**config.mk**
```make
export PLATFORM = sky130hd
export DESIGN_NAME = ewdt_device_flat
export DESIGN_NICKNAME = d
export VERILOG_FILES = /design/src/ewdt_pkg.sv /design/src/ewdt_if.sv /design/src/ewdt_device.sv /design/src/flat_wrapper.sv
export SDC_FILE = /design/constraint.sdc
export NUM_CORES = 1
export LEC_CHECK = 0
export BUFFER_PORTS_ARGS = -buffer_cell sky130_fd_sc_hd__buf_4
export CAP_MARGIN = 20
export CELL_PAD_IN_SITES_DETAIL_PLACEMENT = 0
export CELL_PAD_IN_SITES_GLOBAL_PLACEMENT = 1
export CORE_UTILIZATION = 41
export CTS_CLUSTER_SIZE = 24
export DETAILED_ROUTE_END_ITERATION = 6
export PLACE_DENSITY = 0.89
export SYNTH_ARGS = -nofsm -noshare
export SYNTH_HDL_FRONTEND = slang
export SYNTH_SLANG_ARGS = --single-unit
export TNS_END_PERCENT = 20
```
**constraint.sdc**
```tcl
create_clock -name mclk -period 4.2 [get_ports mclk]
set_input_delay 0 -clock mclk [delete_from_list [all_inputs] [get_ports mclk]]
set_output_delay 0 -clock mclk [all_outputs]
set_load 0.02 [all_outputs]
```
**src/ewdt_pkg.sv**
```systemverilog
// Purpose: Shared constants for the watchdog device and its core-side end
// Assumes: Control register is eight bits wide
// Notes: Core-side register offsets are word indices on the software port
package ewdt_pkg;
  // Control register bit positions
  localparam int CTL_W = 8;
  localparam int BIT_IRQ_FLAG = 7;
  localparam int BIT_IRQ_EN = 6;
  localparam int BIT_TSEL_HI = 5;
  localparam int BIT_CHG_EN = 4;
  localparam int BIT_RST_EN = 3;
  localparam int BIT_TSEL_LO_TOP = 2;
  // Reset-cause register bit of the watchdog reset flag
  localparam int BIT_WD_RFLAG = 3;

  // Time-out selection
  localparam int TSEL_W = 4;
  localparam logic [TSEL_W-1:0] TSEL_RESET = 4'h0;
  localparam logic [TSEL_W-1:0] TSEL_MAX = 4'h9;
  localparam int BASE_SHIFT = 11;
  localparam int CNT_W = 20;

  // Unlock window length in system clock cycles
  localparam int UNLOCK_CYCLES = 4;
  localparam int WIN_W = 3;

  // Clock rates
  localparam int SYS_CLK_HZ = 50000000;
  localparam int OSC_CLK_HZ = 128000;

  // Core-side software port map
  localparam int ADDR_W = 4;
  localparam logic [ADDR_W-1:0] REG_CTRL = 4'h0;
  localparam logic [ADDR_W-1:0] REG_CAUSE = 4'h1;
  localparam logic [ADDR_W-1:0] REG_RESTART = 4'h2;
  localparam logic [ADDR_W-1:0] REG_STATUS = 4'h3;
  localparam int STAT_IRQ = 0;
  localparam int STAT_WAKE = 1;
  localparam int STAT_WIN = 2;
endpackage : ewdt_pkg

```
**src/ewdt_if.sv**
```systemverilog
// Purpose: Link between the watchdog device and the processor core end
// Assumes: Both ends run on the same mclk
// Notes: All pulses are one mclk cycle long
`timescale 1ns/1ps
`default_nettype none
interface ewdt_if;
  import ewdt_pkg::*;
  logic ctl_wr;
  logic [CTL_W-1:0] ctl_wdata;
  logic [CTL_W-1:0] ctl_rdata;
  logic restart;
  logic rflag_clr;
  logic rflag;
  logic irq_req;
  logic irq_ack;
  logic wake;
  logic sys_reset;

  modport dev (
    input ctl_wr, ctl_wdata, restart, rflag_clr, irq_ack,
    output ctl_rdata, rflag, irq_req, wake, sys_reset
  );
  modport core (
    output ctl_wr, ctl_wdata, restart, rflag_clr, irq_ack,
    input ctl_rdata, rflag, irq_req, wake, sys_reset
  );
endinterface : ewdt_if
`default_nettype wire

```
**src/ewdt_device.sv**
```systemverilog
// Purpose: Watchdog counter with interrupt, reset and combined modes
// Assumes: osc_pin is a free-running low-frequency oscillator, async to mclk
// Notes: reset acts as power-on reset; the watchdog reset flag survives
//   the system reset this block issues
`timescale 1ns/1ps
`default_nettype none
module ewdt_device
  import ewdt_pkg::*;
#(
  parameter int CNT_WIDTH = CNT_W
) (
  input wire logic mclk,
  input wire logic reset,
  input wire logic osc_pin,
  input wire logic always_on_fuse,
  ewdt_if.dev link
);

  // Top code wraps to all ones, so BASE_SHIFT plus TSEL_MAX bits suffice
  if (CNT_WIDTH < BASE_SHIFT + int'(TSEL_MAX)) begin : g_chk_w
    $error("ewdt_device: CNT_WIDTH too small for longest time-out");
  end
  if (2 * OSC_CLK_HZ >= SYS_CLK_HZ) begin : g_chk_clk
    $error("ewdt_device: oscillator too fast to sample on mclk");
  end

  // Terminal count for a time-out code; reserved codes act as the longest
  function automatic logic [CNT_WIDTH-1:0] timeout_limit(
    input logic [TSEL_W-1:0] sel
  );
    logic [TSEL_W-1:0] s;
    logic [CNT_WIDTH-1:0] one;
    s = (sel > TSEL_MAX) ? TSEL_MAX : sel;
    one = {{(CNT_WIDTH-1){1'b0}}, 1'b1};
    timeout_limit = (one << (BASE_SHIFT + int'(s))) - one;
  endfunction : timeout_limit

  logic osc_meta_ff;
  logic osc_sync_ff;
  logic osc_prev_ff;
  logic fuse_meta_ff;
  logic fuse_ff;
  logic [CNT_WIDTH-1:0] cnt_ff;
  logic [TSEL_W-1:0] tsel_ff;
  logic [WIN_W-1:0] win_ff;
  logic re_ff;
  logic ie_ff;
  logic irq_flag_ff;
  logic rflag_ff;
  logic sys_reset_ff;

  logic tick;
  logic eff_re;
  logic eff_ie;
  logic running;
  logic expire;
  logic win_open;
  logic unlock_wr;
  logic change_wr;
  logic [CTL_W-1:0] d;

  // Oscillator and fuse strap cross in through two flops each
  always_ff @(posedge mclk) begin
    if (reset) begin
      osc_meta_ff <= 1'b0;
      osc_sync_ff <= 1'b0;
      osc_prev_ff <= 1'b0;
    end else begin
      osc_meta_ff <= osc_pin;
      osc_sync_ff <= osc_meta_ff;
      osc_prev_ff <= osc_sync_ff;
    end
  end

  // Fuse sampled after release, so a strap never feeds the reset value
  always_ff @(posedge mclk) begin
    if (reset) begin
      fuse_meta_ff <= 1'b0;
      fuse_ff <= 1'b0;
    end else begin
      fuse_meta_ff <= always_on_fuse;
      fuse_ff <= fuse_meta_ff;
    end
  end

  assign tick = osc_sync_ff & ~osc_prev_ff;
  assign d = link.ctl_wdata;

  // Fuse overrides both stored enables; reset flag forces reset enable only
  assign eff_re = fuse_ff | re_ff | rflag_ff;
  assign eff_ie = ~fuse_ff & ie_ff;
  assign running = eff_re | eff_ie;
  assign expire = tick & running & (cnt_ff == timeout_limit(tsel_ff));

  assign win_open = (win_ff != '0);
  assign unlock_wr = link.ctl_wr & d[BIT_CHG_EN] & d[BIT_RST_EN];
  assign change_wr = link.ctl_wr & win_open & ~d[BIT_CHG_EN];

  // Watchdog counter; restart has priority over counting
  always_ff @(posedge mclk) begin
    if (reset || sys_reset_ff || link.restart) begin
      cnt_ff <= '0;
    end else if (tick && running) begin
      if (expire) begin
        cnt_ff <= '0;
      end else begin
        cnt_ff <= cnt_ff + {{(CNT_WIDTH-1){1'b0}}, 1'b1};
      end
    end
  end

  // Reset issue: reset-only mode, or combined mode with flag still pending
  always_ff @(posedge mclk) begin
    if (reset) begin
      sys_reset_ff <= 1'b0;
    end else begin
      sys_reset_ff <= expire & eff_re & (~eff_ie | irq_flag_ff);
    end
  end

  // Unlock window counts down four cycles, closed early by its use
  always_ff @(posedge mclk) begin
    if (reset || sys_reset_ff) begin
      win_ff <= '0;
    end else if (unlock_wr) begin
      win_ff <= WIN_W'(UNLOCK_CYCLES);
    end else if (change_wr) begin
      win_ff <= '0;
    end else if (win_open) begin
      win_ff <= win_ff - {{(WIN_W-1){1'b0}}, 1'b1};
    end
  end

  // Reset enable: setting is free, clearing needs window and clear flag
  always_ff @(posedge mclk) begin
    if (reset) begin
      re_ff <= 1'b0;
    end else if (link.ctl_wr && d[BIT_RST_EN]) begin
      re_ff <= 1'b1;
    end else if (change_wr && !rflag_ff) begin
      re_ff <= 1'b0;
    end
  end

  // Time-out code changes only inside the window or on a watchdog reset
  always_ff @(posedge mclk) begin
    if (reset || sys_reset_ff) begin
      tsel_ff <= TSEL_RESET;
    end else if (change_wr) begin
      tsel_ff <= {d[BIT_TSEL_HI], d[BIT_TSEL_LO_TOP:0]};
    end
  end

  // Interrupt enable; vector in combined mode drops to reset-only
  always_ff @(posedge mclk) begin
    if (reset || sys_reset_ff || fuse_ff) begin
      ie_ff <= 1'b0;
    end else if (link.ctl_wr) begin
      ie_ff <= d[BIT_IRQ_EN];
    end else if (link.irq_ack && eff_re) begin
      ie_ff <= 1'b0;
    end
  end

  // Interrupt flag: set wins over write-one or vector clear
  always_ff @(posedge mclk) begin
    if (reset) begin
      irq_flag_ff <= 1'b0;
    end else if (expire && eff_ie) begin
      irq_flag_ff <= 1'b1;
    end else if (sys_reset_ff || link.irq_ack ||
                 (link.ctl_wr && d[BIT_IRQ_FLAG])) begin
      irq_flag_ff <= 1'b0;
    end
  end

  // Reset flag cleared only by power-on or core request; set wins
  always_ff @(posedge mclk) begin
    if (reset) begin
      rflag_ff <= 1'b0;
    end else if (sys_reset_ff) begin
      rflag_ff <= 1'b1;
    end else if (link.rflag_clr) begin
      rflag_ff <= 1'b0;
    end
  end

  assign link.ctl_rdata = {irq_flag_ff, eff_ie, tsel_ff[TSEL_W-1], win_open,
                           eff_re, tsel_ff[TSEL_W-2:0]};
  assign link.rflag = rflag_ff;
  assign link.irq_req = irq_flag_ff & eff_ie;
  assign link.wake = irq_flag_ff & eff_ie;
  assign link.sys_reset = sys_reset_ff;

endmodule : ewdt_device
`default_nettype wire

```
**src/flat_wrapper.sv**
```systemverilog
// flat-port wrapper written by rule: the top's interface ports become plain ports
module ewdt_device_flat import ewdt_pkg::*;
#(
  parameter int CNT_WIDTH = CNT_W
)
  (mclk, reset, osc_pin, always_on_fuse, link_ctl_wr, link_ctl_wdata, link_restart, link_rflag_clr, link_irq_ack, link_ctl_rdata, link_rflag, link_irq_req, link_wake, link_sys_reset);
  ewdt_if link_i ();
  input wire logic mclk;
  input wire logic reset;
  input wire logic osc_pin;
  input wire logic always_on_fuse;
  input wire logic [$bits(link_i.ctl_wr)-1:0] link_ctl_wr;
  input wire logic [$bits(link_i.ctl_wdata)-1:0] link_ctl_wdata;
  input wire logic [$bits(link_i.restart)-1:0] link_restart;
  input wire logic [$bits(link_i.rflag_clr)-1:0] link_rflag_clr;
  input wire logic [$bits(link_i.irq_ack)-1:0] link_irq_ack;
  output wire logic [$bits(link_i.ctl_rdata)-1:0] link_ctl_rdata;
  output wire logic [$bits(link_i.rflag)-1:0] link_rflag;
  output wire logic [$bits(link_i.irq_req)-1:0] link_irq_req;
  output wire logic [$bits(link_i.wake)-1:0] link_wake;
  output wire logic [$bits(link_i.sys_reset)-1:0] link_sys_reset;
  assign link_i.ctl_wr = link_ctl_wr;
  assign link_i.ctl_wdata = link_ctl_wdata;
  assign link_i.restart = link_restart;
  assign link_i.rflag_clr = link_rflag_clr;
  assign link_i.irq_ack = link_irq_ack;
  assign link_ctl_rdata = link_i.ctl_rdata;
  assign link_rflag = link_i.rflag;
  assign link_irq_req = link_i.irq_req;
  assign link_wake = link_i.wake;
  assign link_sys_reset = link_i.sys_reset;
  ewdt_device #(.CNT_WIDTH(CNT_WIDTH)) u_core (.mclk(mclk), .reset(reset), .osc_pin(osc_pin), .always_on_fuse(always_on_fuse), .link(link_i));
endmodule
```
==> run metrics <==
run status complete, no violations; Hold WC Path Type in2reg; ANT cells 0; number of buffers created by CTS 5; sort of element at the start of the critical path flop; share of final-layout standard cells stronger than drive strength 1 20.6%; total of flip-flops plus latches after synthesis 37; DRC viols 0; count of pins on the block boundary 28; fill cell total of the finished layout 692; critical path's most frequent cell sky130_fd_sc_hd__ha_1; number of antenna violations at the first check in global routing 0; starting DRC count in detailed routing 163; data arrival time of the worst path 4000 ps; Buf/Inv on CP 1; global-route wire length before repair 11,400 microns; Core ar. 6760 sq um; Setup Total Neg Slack 0 ps; area overhead of the layout relative to synthesis 13.8%; post-synth cell types 62; worst setup path category reg2reg; slew at the pin closest to its max-slew limit 829 ps; clock skew 8.84 ps; setup repair after global routing missed its margin false; Crit. End Element flop; Final Instance Area 3250 sq um; Setup Fix Bufs, Post-CTS 0; clock latency on the worst-skew pair 290 ps; clock sinks 37; maximum achievable frequency 259 MHz; share of the clock period used by the worst path 92.1%; post-synthesis instance area 2850 sq um; Die Footprint 7300 sq um; number of placement rows 30; clock tree from TritonCTS yes; Final Max Tran Viols 0; effective utilization at floorplan 42.2%; vias in the first global route 2,405; number of nets at the end of the flow 389; Vias 2,525; register clock-pin slew on the reported worst setup and hold paths 80 ps; net count after synthesis 363; final period demand of the worst path 3870 ps; WL/cell 14.8 microns; global router's overall resource usage 19.4%; met2 wire length 3090 microns; Post-Syn Instances 342; count of nets left with antenna violations after detail routing 0; cell at the slowest stage of the critical path sky130_fd_sc_hd__or4b_4; 1st-pass router iterations 4; Fin. Hold Viols 0; Lkg Pwr 1.19 nW; met1 wire length 3280 microns; series of cell instances along the critical path or2_1 > a21o_1 > ha_1 > or4b_4 > or2_2 > ha_1 > xor2_2 > o211ai_1 > mux2i_1 > a21oi_1 > nand3b_2 > nor4_4 > buf_4 > nor3_1; met3 wirelength from detailed routing 157 microns; largest delay contributor family on the critical path simple AND/OR/NAND/NOR gates; Die X-Extent 85.4 microns; CP max stage delay 540 ps; data required time at the worst endpoint 4340 ps; largest net degree at the start of global routing 28; Worst Hold Slack 10.9 ps; worst rel slew slack 44.7%; number of synthesized flops with an enable pin 0; overall die height 85.4 microns; total wire length after detailed routing 6640 microns; final setup violating endpoints 0; depth of the CTS H-tree 2; critical-path maximum fanout 19; commonest register cell after synthesis sky130_fd_sc_hd__dfxtp_1; async set or reset register ratio after synthesis 0%; cell area reported after detailed placement 3020 sq um; average via count per standard cell 5.62; quantity of I/O buffers inserted on ports 27; placer's final routability congestion estimate 0.916; highest routing layer actually used met4; reported max-cap violation count 0; power per standard cell area 317 nW/um^2; count of yosys warnings during synthesis 0; Final HPWL DP 4910 microns; average instance area after synthesis 8.34 sq um; Seq/Total Area, Yosys 26.0%; largest vdd supply drop 128 uV; grt total ovfl 0; number of buffers on the longest clock path 2; cell at the root of the clock tree sky130_fd_sc_hd__clkbuf_8
==> sequential cells by signal, summed over array words and instances, names as in the netlist <==
register	cells
u_core.cnt_ff	20
u_core.tsel_ff	4
u_core.win_ff	3
u_core.fuse_ff	1
u_core.fuse_meta_ff	1
u_core.ie_ff	1
u_core.irq_flag_ff	1
u_core.link.rflag	1
u_core.link.sys_reset	1
u_core.osc_meta_ff	1
u_core.osc_prev_ff	1
u_core.osc_sync_ff	1
u_core.re_ff	1
==> layer usage <==
layer	global-route usage, %	up-vias
li1	-	1264
met1	25.9	1202
met2	32.5	49
met3	1.95	10
met4	6.97	0
met5	0	-
==> stage by stage <==
stage,setup WS [ps],std cells,total power [W],utilization [%]
floorplan,7.47,342,0.000701,-
global placement,421,428,0.000759,44.7
detailed placement,353,428,0.000763,44.7
CTS,326,449,0.00104,48.1
global route,104,449,0.00109,48.1
finish,332,449,0.00103,48.1
==> layout by cell type (no fill, tap or decap), types with 11 or more instances in the layout <==
cell | synthesis | routed
sky130_fd_sc_hd__xnor2_1 | 19 | 19
sky130_fd_sc_hd__a21oi_1 | 14 | 14
sky130_fd_sc_hd__nand3_1 | 14 | 14
sky130_fd_sc_hd__xor2_1 | 15 | 14
sky130_fd_sc_hd__nor3_1 | 21 | 21
sky130_fd_sc_hd__nor2_1 | 19 | 19
sky130_fd_sc_hd__dlygate4sd3_1 | 0 | 13
sky130_fd_sc_hd__dfxtp_1 | 37 | 36
sky130_fd_sc_hd__nor3_2 | 11 | 11
sky130_fd_sc_hd__inv_1 | 19 | 18
sky130_fd_sc_hd__buf_4 | 8 | 35
sky130_fd_sc_hd__nand2_1 | 16 | 16
==> report_power, final <==
part           internal [W]  switching, W
sequential         0.000370     0.0000111
clock              0.000133      0.000128
combinational      0.000161      0.000227
total              0.000663      0.000366
==> timing repair <==
action / in CTS / in global routing
hold endpoints to repair: 14 / 0
resized for setup: 0 / 0
hold buffers: 13 / 0
==> worst min-delay path, delay by kind of cell <==
kind / cells / cell delay (ps)
AND/OR/NAND/NOR: 1 / 70
AO/OA/AOI/OAI: 1 / 50
buffers and inverters: 2 / 150
==> logic make-up (layout without fill, tap and decap cells) <==
family | after synthesis | count (layout) | share of synthesized area, %
xor+xnor | 36 | 36 | 11.8
buf+inv | 48 | 75 | 9.69
compound gates | 58 | 58 | 14.9
simple gates | 152 | 152 | 33.4
mux | 6 | 6 | 2.10
fa+ha+maj | 5 | 5 | 2.19
flops | 37 | 37 | 26.0
==> synth_stat cells, drive strengths merged (3+ instances only) <==
cell type | instances | area share (%)
xnor2 | 20 | 6.4
nand4b | 3 | 1.1
nand2b | 4 | 0.88
nor3 | 32 | 7.5
nor2b | 10 | 2.2
nand4 | 4 | 0.88
nor4 | 5 | 1.6
o211ai | 6 | 1.6
and2 | 4 | 0.88
inv | 19 | 2.5
or2 | 6 | 1.3
nand3 | 15 | 2.8
xor2 | 15 | 4.6
o2111ai | 6 | 2.3
nor3b | 6 | 1.8
a31oi | 4 | 0.88
mux2i | 6 | 2.1
nand3b | 8 | 2.2
dfxtp | 37 | 26
buf | 21 | 6.1
o21ai | 11 | 1.9
nor2 | 20 | 2.9
ha | 5 | 2.2
and3 | 8 | 1.8
nand2 | 16 | 2.1
or4 | 3 | 0.79
o21a | 3 | 0.79
clkbuf | 8 | 1.1
or3 | 5 | 1.3
a21oi | 14 | 2.5
==> layout make-up <==
cell class	count	area, sq um	area share [%]
multi-input cells	257	1840	56.8
clock buffers	6	82.6	2.54
clock inverters	2	13.8	0.424
repair buffers	48	393	12.1
well taps	80	100	3.08
inverters	19	71.3	2.20
flip-flops and latches	37	742	22.9
==> final timing paths <==
path | start | slack [ps] | endpoint | cells past startpoint
min reg2reg | u_core.osc_meta_ff | 440 | u_core.osc_sync_ff | 1
max | u_core.tsel_ff[1] | 330 | u_core.cnt_ff[5] | 14
max reg2reg | u_core.tsel_ff[1] | 330 | u_core.cnt_ff[5] | 14
min | link_rflag_clr | 10 | u_core.link.rflag | 4
Power figures use the tool's default switching activity.
